File: src/verilog/rvs_map.svh
// Register offsets, field positions and timing constants for the rail voltage select bank
`ifndef RVS_MAP_SVH
`define RVS_MAP_SVH
`define RVS_OFS_RAIL2_SLEEP_CONTROL 8'h93
`define RVS_OFS_RAIL4_NORMAL_CODE 8'h94
`define RVS_OFS_RAIL4_SLEEP_CODE 8'h95
`define RVS_OFS_RAIL5_NORMAL_CODE 8'h96
`define RVS_CODE_MSB 7
`define RVS_CODE_LSB 1
`define RVS_FLAG_BIT 0
`define RVS_PIN_SYNC_STAGES 3
`endif

File: src/verilog/rvs_pkg.sv
// Types shared by the rail voltage select bank
package rvs_pkg;
  typedef logic [6:0] rvs_code_t;
  typedef logic [7:0] rvs_byte_t;
  typedef enum logic {rvs_pin_first, rvs_pin_second} rvs_pin_sel_e;
  typedef enum logic {rvs_range_10mv, rvs_range_25mv} rvs_range_e;
endpackage

File: src/verilog/rvs_pin_if.sv
// Carrier between the pin synchroniser and the register bank
`timescale 1ns/100ps
`default_nettype none
interface rvs_pin_if;
  logic first_sleep_pin;
  logic second_sleep_pin;
  modport sync (output first_sleep_pin, output second_sleep_pin);
  modport bank (input first_sleep_pin, input second_sleep_pin);
endinterface
`default_nettype wire

File: src/verilog/rvs_pin_sync.sv
// Three-stage synchroniser for the two sleep pins
`timescale 1ns/100ps
`default_nettype none
module rvs_pin_sync
  import rvs_pkg::*;
(
  input wire logic mclk_in,
  input wire logic reset_n_in,
  input wire logic first_sleep_pin_in,
  input wire logic second_sleep_pin_in,
  rvs_pin_if.sync pins
);
  typedef struct packed {
    logic [2:0] first_chain;
    logic [2:0] second_chain;
    logic first_level;
    logic second_level;
  } rvs_sync_s;

  rvs_sync_s state;
  rvs_sync_s next_state;

  // Shift chains; a level counts once stages two and three agree
  always_comb begin
    next_state = state;
    next_state.first_chain = {state.first_chain[1:0], first_sleep_pin_in};
    next_state.second_chain = {state.second_chain[1:0], second_sleep_pin_in};
    if (state.first_chain[1] == state.first_chain[2]) begin
      next_state.first_level = state.first_chain[2];
    end
    if (state.second_chain[1] == state.second_chain[2]) begin
      next_state.second_level = state.second_chain[2];
    end
  end

  // Pins idle high (not sleeping) out of reset
  always_ff @(posedge mclk_in or negedge reset_n_in) begin
    if (!reset_n_in) begin
      state <= '{first_chain: 3'h7, second_chain: 3'h7, first_level: 1'h1, second_level: 1'h1};
    end else begin
      state <= next_state;
    end
  end

  assign pins.first_sleep_pin = state.first_level;
  assign pins.second_sleep_pin = state.second_level;
endmodule
`default_nettype wire

File: src/verilog/rvs_bank.sv
// Rail voltage select register bank with sleep code selection
`timescale 1ns/100ps
`default_nettype none
`include "rvs_map.svh"
module rvs_bank
  import rvs_pkg::*;
#(
  parameter rvs_byte_t FACTORY_RAIL2_SLEEP_CONTROL = 8'h00,
  parameter rvs_byte_t FACTORY_RAIL4_NORMAL_CODE = 8'h00,
  parameter rvs_byte_t FACTORY_RAIL4_SLEEP_CODE = 8'h00,
  parameter rvs_byte_t FACTORY_RAIL5_NORMAL_CODE = 8'h00
)
(
  input wire logic mclk_in,
  input wire logic reset_n_in,
  input wire logic reg_wr_in,
  input wire logic reg_rd_in,
  input wire logic [7:0] reg_addr_in,
  input wire logic [7:0] reg_wdata_in,
  output logic [7:0] reg_rdata_out,
  output logic reg_hit_out,
  input wire logic otp_load_in,
  input wire logic [7:0] otp_rail2_sleep_control_in,
  input wire logic [7:0] otp_rail4_normal_code_in,
  input wire logic [7:0] otp_rail4_sleep_code_in,
  input wire logic [7:0] otp_rail5_normal_code_in,
  input wire logic otp_sleep_pin_sel_in,
  input wire logic rail_two_range_25mv_in,
  input wire logic rail_four_range_25mv_in,
  input wire logic rail_five_range_25mv_in,
  input wire logic [6:0] rail_two_normal_code_in,
  input wire logic first_sleep_pin_in,
  input wire logic second_sleep_pin_in,
  input wire logic rail_four_sleep_active_in,
  output logic [6:0] rail_two_target_code_out,
  output logic rail_two_in_sleep_out,
  output logic [6:0] rail_four_normal_code_out,
  output logic [6:0] rail_four_sleep_code_out,
  output logic [6:0] rail_four_target_code_out,
  output logic rail_four_decay_select_out,
  output logic rail_four_range_25mv_out,
  output logic [6:0] rail_five_normal_code_out,
  output logic rail_five_decay_select_out,
  output logic rail_five_range_25mv_out,
  output logic rail_two_range_25mv_out
);
  // ----------------------------------------
  // State
  // ----------------------------------------
  typedef struct packed {
    rvs_code_t rail_two_sleep_code;
    logic rail_two_sleep_enable;
    rvs_code_t rail_four_normal_code;
    logic rail_four_decay_select;
    rvs_code_t rail_four_sleep_code;
    rvs_code_t rail_five_normal_code;
    logic rail_five_decay_select;
    rvs_pin_sel_e pin_sel;
    rvs_range_e range_two;
    rvs_range_e range_four;
    rvs_range_e range_five;
    rvs_code_t rail_two_target;
    logic rail_two_in_sleep;
    rvs_code_t rail_four_target;
    rvs_byte_t rdata;
    logic hit;
  } rvs_bank_s;

  rvs_bank_s state;
  rvs_bank_s next_state;
  rvs_pin_if pins ();
  logic chosen_pin;
  logic sleep_now;

  // Pack a code and its low flag into a register byte
  function automatic rvs_byte_t pack_reg(input rvs_code_t code, input logic flag);
    pack_reg = {code, flag};
  endfunction

  // Code field of a written byte
  function automatic rvs_code_t code_of(input rvs_byte_t value);
    code_of = value[`RVS_CODE_MSB:`RVS_CODE_LSB];
  endfunction

  // ----------------------------------------
  // Sleep pin synchroniser
  // ----------------------------------------
  rvs_pin_sync u_pin_sync (
    .mclk_in(mclk_in),
    .reset_n_in(reset_n_in),
    .first_sleep_pin_in(first_sleep_pin_in),
    .second_sleep_pin_in(second_sleep_pin_in),
    .pins(pins.sync)
  );

  // Factory pin choice picks the governing pin
  assign chosen_pin = (state.pin_sel == rvs_pin_second) ? pins.second_sleep_pin : pins.first_sleep_pin;
  assign sleep_now = state.rail_two_sleep_enable && !chosen_pin;

  // ----------------------------------------
  // Next-state logic
  // ----------------------------------------
  always_comb begin
    next_state = state;
    next_state.hit = 1'h0;
    // Factory reload of codes and straps
    if (otp_load_in) begin
      next_state.rail_two_sleep_code = code_of(otp_rail2_sleep_control_in);
      next_state.rail_two_sleep_enable = otp_rail2_sleep_control_in[`RVS_FLAG_BIT];
      next_state.rail_four_normal_code = code_of(otp_rail4_normal_code_in);
      next_state.rail_four_decay_select = otp_rail4_normal_code_in[`RVS_FLAG_BIT];
      next_state.rail_four_sleep_code = code_of(otp_rail4_sleep_code_in);
      next_state.rail_five_normal_code = code_of(otp_rail5_normal_code_in);
      next_state.rail_five_decay_select = otp_rail5_normal_code_in[`RVS_FLAG_BIT];
      next_state.pin_sel = rvs_pin_sel_e'(otp_sleep_pin_sel_in);
      next_state.range_two = rvs_range_e'(rail_two_range_25mv_in);
      next_state.range_four = rvs_range_e'(rail_four_range_25mv_in);
      next_state.range_five = rvs_range_e'(rail_five_range_25mv_in);
    end else if (reg_wr_in) begin
      // Register writes
      case (reg_addr_in)
        `RVS_OFS_RAIL2_SLEEP_CONTROL: begin
          next_state.rail_two_sleep_code = code_of(reg_wdata_in);
          next_state.rail_two_sleep_enable = reg_wdata_in[`RVS_FLAG_BIT];
          next_state.hit = 1'h1;
        end
        `RVS_OFS_RAIL4_NORMAL_CODE: begin
          next_state.rail_four_normal_code = code_of(reg_wdata_in);
          next_state.rail_four_decay_select = reg_wdata_in[`RVS_FLAG_BIT];
          next_state.hit = 1'h1;
        end
        `RVS_OFS_RAIL4_SLEEP_CODE: begin
          next_state.rail_four_sleep_code = code_of(reg_wdata_in);
          next_state.hit = 1'h1;
        end
        `RVS_OFS_RAIL5_NORMAL_CODE: begin
          next_state.rail_five_normal_code = code_of(reg_wdata_in);
          next_state.rail_five_decay_select = reg_wdata_in[`RVS_FLAG_BIT];
          next_state.hit = 1'h1;
        end
        default: begin
          next_state.hit = 1'h0;
        end
      endcase
    end
    // Register reads, unmapped reads return zero
    if (reg_rd_in) begin
      case (reg_addr_in)
        `RVS_OFS_RAIL2_SLEEP_CONTROL: begin
          next_state.rdata = pack_reg(state.rail_two_sleep_code, state.rail_two_sleep_enable);
          next_state.hit = 1'h1;
        end
        `RVS_OFS_RAIL4_NORMAL_CODE: begin
          next_state.rdata = pack_reg(state.rail_four_normal_code, state.rail_four_decay_select);
          next_state.hit = 1'h1;
        end
        `RVS_OFS_RAIL4_SLEEP_CODE: begin
          next_state.rdata = pack_reg(state.rail_four_sleep_code, 1'h0);
          next_state.hit = 1'h1;
        end
        `RVS_OFS_RAIL5_NORMAL_CODE: begin
          next_state.rdata = pack_reg(state.rail_five_normal_code, state.rail_five_decay_select);
          next_state.hit = 1'h1;
        end
        default: begin
          next_state.rdata = 8'h00;
        end
      endcase
    end
    // Target code selection
    next_state.rail_two_in_sleep = sleep_now;
    next_state.rail_two_target = sleep_now ? state.rail_two_sleep_code : rail_two_normal_code_in;
    next_state.rail_four_target = rail_four_sleep_active_in ? state.rail_four_sleep_code : state.rail_four_normal_code;
  end

  // ----------------------------------------
  // State register
  // ----------------------------------------
  always_ff @(posedge mclk_in or negedge reset_n_in) begin
    if (!reset_n_in) begin
      state <= '{
        rail_two_sleep_code: FACTORY_RAIL2_SLEEP_CONTROL[`RVS_CODE_MSB:`RVS_CODE_LSB],
        rail_two_sleep_enable: FACTORY_RAIL2_SLEEP_CONTROL[`RVS_FLAG_BIT],
        rail_four_normal_code: FACTORY_RAIL4_NORMAL_CODE[`RVS_CODE_MSB:`RVS_CODE_LSB],
        rail_four_decay_select: FACTORY_RAIL4_NORMAL_CODE[`RVS_FLAG_BIT],
        rail_four_sleep_code: FACTORY_RAIL4_SLEEP_CODE[`RVS_CODE_MSB:`RVS_CODE_LSB],
        rail_five_normal_code: FACTORY_RAIL5_NORMAL_CODE[`RVS_CODE_MSB:`RVS_CODE_LSB],
        rail_five_decay_select: FACTORY_RAIL5_NORMAL_CODE[`RVS_FLAG_BIT],
        pin_sel: rvs_pin_first,
        range_two: rvs_range_10mv,
        range_four: rvs_range_10mv,
        range_five: rvs_range_10mv,
        rail_two_target: 7'h00,
        rail_two_in_sleep: 1'h0,
        rail_four_target: 7'h00,
        rdata: 8'h00,
        hit: 1'h0
      };
    end else begin
      state <= next_state;
    end
  end

  // ----------------------------------------
  // Outputs
  // ----------------------------------------
  assign reg_rdata_out = state.rdata;
  assign reg_hit_out = state.hit;
  assign rail_two_target_code_out = state.rail_two_target;
  assign rail_two_in_sleep_out = state.rail_two_in_sleep;
  assign rail_four_normal_code_out = state.rail_four_normal_code;
  assign rail_four_sleep_code_out = state.rail_four_sleep_code;
  assign rail_four_target_code_out = state.rail_four_target;
  assign rail_four_decay_select_out = state.rail_four_decay_select;
  assign rail_five_normal_code_out = state.rail_five_normal_code;
  assign rail_five_decay_select_out = state.rail_five_decay_select;
  assign rail_two_range_25mv_out = (state.range_two == rvs_range_25mv);
  assign rail_four_range_25mv_out = (state.range_four == rvs_range_25mv);
  assign rail_five_range_25mv_out = (state.range_five == rvs_range_25mv);

  // ----------------------------------------
  // Checks
  // ----------------------------------------
  a_sleep_disabled_normal: assert property (@(posedge mclk_in) disable iff (!reset_n_in)
    !$past(state.rail_two_sleep_enable) |-> !rail_two_in_sleep_out)
    else $error("rail two left normal code with sleep disabled");
  a_sleep_target_code: assert property (@(posedge mclk_in) disable iff (!reset_n_in)
    rail_two_in_sleep_out |-> rail_two_target_code_out == $past(state.rail_two_sleep_code))
    else $error("rail two sleep target does not match sleep code");
  a_sleep_pin_low: assert property (@(posedge mclk_in) disable iff (!reset_n_in)
    ($past(state.rail_two_sleep_enable) && !$past(chosen_pin)) |-> rail_two_in_sleep_out)
    else $error("rail two not in sleep with enable set and pin low");
  a_pin_sel_stable: assert property (@(posedge mclk_in) disable iff (!reset_n_in)
    !$past(otp_load_in) |-> $stable(state.pin_sel))
    else $error("sleep pin choice changed without factory load");
  a_rail4_write: assert property (@(posedge mclk_in) disable iff (!reset_n_in)
    (reg_wr_in && !otp_load_in && reg_addr_in == `RVS_OFS_RAIL4_NORMAL_CODE)
    |=> rail_four_normal_code_out == $past(reg_wdata_in[`RVS_CODE_MSB:`RVS_CODE_LSB])
    && rail_four_decay_select_out == $past(reg_wdata_in[`RVS_FLAG_BIT]))
    else $error("rail four normal write not stored");
  a_rail4_sleep_write: assert property (@(posedge mclk_in) disable iff (!reset_n_in)
    (reg_wr_in && !otp_load_in && reg_addr_in == `RVS_OFS_RAIL4_SLEEP_CODE)
    |=> rail_four_sleep_code_out == $past(reg_wdata_in[`RVS_CODE_MSB:`RVS_CODE_LSB]))
    else $error("rail four sleep write not stored");
  a_rail5_write: assert property (@(posedge mclk_in) disable iff (!reset_n_in)
    (reg_wr_in && !otp_load_in && reg_addr_in == `RVS_OFS_RAIL5_NORMAL_CODE)
    |=> rail_five_normal_code_out == $past(reg_wdata_in[`RVS_CODE_MSB:`RVS_CODE_LSB])
    && rail_five_decay_select_out == $past(reg_wdata_in[`RVS_FLAG_BIT]))
    else $error("rail five normal write not stored");
  a_reserved_reads_zero: assert property (@(posedge mclk_in) disable iff (!reset_n_in)
    (reg_rd_in && reg_addr_in == `RVS_OFS_RAIL4_SLEEP_CODE) |=> reg_rdata_out[`RVS_FLAG_BIT] == 1'h0 && reg_hit_out)
    else $error("reserved bit read back nonzero");
  a_otp_loads_range: assert property (@(posedge mclk_in) disable iff (!reset_n_in)
    otp_load_in |=> rail_two_range_25mv_out == $past(rail_two_range_25mv_in))
    else $error("factory range not loaded");
  c_enter_sleep: cover property (@(posedge mclk_in) disable iff (!reset_n_in) $rose(rail_two_in_sleep_out));
  c_leave_sleep: cover property (@(posedge mclk_in) disable iff (!reset_n_in) $fell(rail_two_in_sleep_out));
  c_decay_write: cover property (@(posedge mclk_in) disable iff (!reset_n_in) $rose(rail_five_decay_select_out));
  c_load_beats_write: cover property (@(posedge mclk_in) disable iff (!reset_n_in) otp_load_in && reg_wr_in);
endmodule
`default_nettype wire

File: config.mk
export PLATFORM = sky130hd
export DESIGN_NAME = rvs_bank
export DESIGN_NICKNAME = d
export VERILOG_FILES = /design/src/verilog/rvs_pkg.sv /design/src/verilog/rvs_pin_if.sv /design/src/verilog/rvs_pin_sync.sv /design/src/verilog/rvs_bank.sv
export VERILOG_INCLUDE_DIRS = /design/src /design/src/verilog
export SDC_FILE = /design/constraint.sdc
export NUM_CORES = 1
export LEC_CHECK = 0
export BUFFER_PORTS_ARGS = -buffer_cell sky130_fd_sc_hd__buf_2
export CELL_PAD_IN_SITES_DETAIL_PLACEMENT = 0
export CELL_PAD_IN_SITES_GLOBAL_PLACEMENT = 1
export CORE_MARGIN = 10
export CORE_UTILIZATION = 30
export DETAILED_ROUTE_END_ITERATION = 6
export HOLD_SLACK_MARGIN = 0.03
export PLACE_DENSITY = 0.62
export SYNTH_ARGS = -nofsm -noshare
export SYNTH_HDL_FRONTEND = slang
export SYNTH_SLANG_ARGS = --single-unit
File: constraint.sdc
create_clock -name mclk_in -period 1.58 [get_ports mclk_in]
set_input_delay 0.237 -clock mclk_in [delete_from_list [all_inputs] [get_ports mclk_in]]
set_output_delay 0.237 -clock mclk_in [all_outputs]
set_load 0.005 [all_outputs]
==> results.sh <==
export IMPL_tns_ps=0
export IMPL_max_slew_worst_pin_slew_ps=397
export IMPL_dieWidth_um=127
export IMPL_vias_per_cell=4.69
export IMPL_synth_edf_count=0
export IMPL_reg2reg_to="rail_two_target_code_out[5]"
export IMPL_clockRootBuffer="clkbuf_16"
export IMPL_hold_violations=0
export IMPL_synth_area_um2=3420
export IMPL_synthTopCellsByCount="dfrtp_1, mux2_2, buf_4"
export IMPL_cts_resized=0
export IMPL_drive_gt1_share_pct=52.5
export IMPL_synth_cell_types=32
export IMPL_finClkSkew_ps=6.63
export IMPL_grt_overflow=0
export IMPL_yosys_warnings=0
export IMPL_clk_latency_ps=330
export IMPL_rows=38
export IMPL_ios=117
export IMPL_crit_reg2reg_launch="u_pin_sync.pins.first_sleep_pin"
export IMPL_grt_pass1_vias=2826
export IMPL_synth_avg_cell_area_um2=11.2
export IMPL_dp_hpwl_um=7890
export IMPL_rsz0062_at_grt="false"
export IMPL_cts_tree="built"
export IMPL_postCtsSetupBuffers=0
export IMPL_final_max_slew_viol_count=0
export IMPL_rr_worst_depth=3
export IMPL_drt_iter0_drc=140
export IMPL_synth_nets=372
export IMPL_cts_sinks=67
export IMPL_ctsHoldBuffers=3
export IMPL_synth_largest_area_cell="dfrtp_1"
export IMPL_holdPathEnd="rail_four_normal_code_out[0]"
export IMPL_hold_slack_ps=123
export IMPL_drc=0
export IMPL_endpoint_kind="flop"
export IMPL_crit_fanout=8
export IMPL_cp_required_ps=1800
export IMPL_leakagePower_nw=2.05
export IMPL_ys_seq_elements=67
export IMPL_min_period_ps=1370
export IMPL_cp_arrival_ps=1590
export IMPL_crit_type="flop to flop"
export IMPL_ir_worst_vdd_v=0.000503
export IMPL_ant_nets=0
export IMPL_fillerInstances=1120
export IMPL_synth_most_common_cell="dfrtp_1"
export IMPL_synth_top_area_share_pct=43.2
export IMPL_ys_top_cells_by_area="dfrtp_1, mux2_2, buf_4"
export IMPL_syn2layout_area_growth_pct=26.6
export IMPL_synth_seq_area_share_pct=49.3
export IMPL_synthArstFlopShare_pct=100
export IMPL_layout_nets=468
export IMPL_diodes=0
export IMPL_fmax_mhz=729
export IMPL_routedWlPerCell_um=18.7
export IMPL_crit_start="u_pin_sync.pins.first_sleep_pin"
export IMPL_die_area_um2=16100
export IMPL_total_power_w=0.00468
export IMPL_routed_wl_um=10200
export IMPL_numCtsBuffers=9
export IMPL_final_cells=546
export IMPL_final_core_util_pct=39.4
export IMPL_grt_max_degree=68
export IMPL_relSlewSlack_pct=73.5
export IMPL_fin_crit_sh_pct=86.8
export IMPL_htreeDepth=3
export IMPL_holdPathStages=3
export IMPL_grt_first_pass_wirelength_um=15700
export IMPL_antenna_found_initial=0
export IMPL_vias=2560
export IMPL_floorplan_initialDensity_pct=31.1
export IMPL_ys_flop_type="dfrtp_1"
export IMPL_dp_cells=527
export IMPL_grt_usage_pct=12.6
export IMPL_gp_congestion=0.864
export IMPL_multi_input_area_um2=1290
export IMPL_ff_latch_area_um2=1690
export IMPL_min_path_type="input port to flop"
export IMPL_cts_buffer_depth=2
export IMPL_maxCapViolCount=0
export IMPL_die_y_um=127
export IMPL_r2r_slack_ps=210
export IMPL_core_um2=11000
export IMPL_io_buffer_count=115
export IMPL_p_per_area_nw_per_um2=1080
export IMPL_outcome="finished clean"
export IMPL_first_pass_iters=4
export IMPL_start_kind="flop"
export IMPL_min_from="otp_rail4_normal_code_in[1]"
export IMPL_cts_reportedPaths_clkPinSlew_ps=60
export IMPL_finalSetupViolCount=0
export IMPL_syn_inst=305
## metal layers
| layer | part of all wire (%) | wire length (um) | GRT usage (%) |
|---|---|---|---|
| met1 | 44 | 4510 | 15.3 |
| met2 | 48 | 4940 | 20.6 |
| met3 | 6.3 | 643 | 4.33 |
| met4 | 0.97 | 99 | 3.42 |
| met5 | 0 | 0 | 0 |
## per-stage QoR
step / cell area [um2] / worst slack, ps
finish: 4330 / 208
global route: 4330 / 106
CTS: 4330 / 178
detailed placement: 3990 / -129
global placement: 3990 / -110
floorplan: 3420 / -155
## registers in the layout, indices dropped and copies added, names as in the netlist, 2 cells and up
register / cells
u_pin_sync.state: 2
state: 9
rail_four_sleep_code_out: 7
rail_five_normal_code_out: 7
reg_rdata_out: 8
rail_four_normal_code_out: 7
u_pin_sync.next_state: 4
rail_four_target_code_out: 7
rail_two_target_code_out: 7
## cells by family after synthesis
logic type	count (synthesis)	share of synthesized area (%)
AND/OR/NAND/NOR	74	10.8
buffers and inverters	70	12.9
flip-flops	67	49.3
multiplexers	56	18.2
AO/OA/AOI/OAI	35	8.02
adder cells (fa/ha/maj)	2	0.586
XOR/XNOR	1	0.256
## worst max path at each step
stage,cells after the start,slack (ps),to
final,3,210,rail_two_target_code_out[5]
after global routing,3,110,rail_two_target_code_out[5]
after CTS,3,180,rail_two_target_code_out[5]
after detailed placement,5,-130,rail_four_normal_code_out[5]
after global placement,5,-110,rail_four_normal_code_out[5]
after floorplan,6,-150,rail_four_normal_code_out[5]
## area by class of cell
cell class	count	share of cell area, %
sequential	67	39.0
multi-input combinational	168	29.8
timing repair buffer	143	18.9
clock buffer	10	5.52
tap	140	4.05
clock inverter	6	1.68
inverter	12	1.04
## layout by cell type (no fill, tap or decap), drive strengths merged, types with 2 or more instances in the layout
master	count
and3b	3
buf	140
inv	14
nand2	34
a221oi	6
dfrtp	59
maj3	2
mux2i	8
o221ai	14
a21oi	2
nand2b	15
dlygate4sd3	3
o22ai	8
mux2	48
o311ai	2
nor2	12
o21ai	2
clkbuf	10
nand4	3
clkinv	2
dfstp	8
## power by group
| part | total, W | switching, W | leakage, nW | internal (W) |
|---|---|---|---|---|
| logic | 0.000660 | 0.000302 | 1.10 | 0.000359 |
| registers | 0.00197 | 0.0000944 | 0.805 | 0.00187 |
| clock network | 0.00205 | 0.000774 | 0.150 | 0.00128 |
## critical path: stages (launching register included)
cell and delay, ps:
dfstp_2 530, mux2i_1 60, nand2_1 280, mux2_2 380
(Power assumes the default switching activity.)
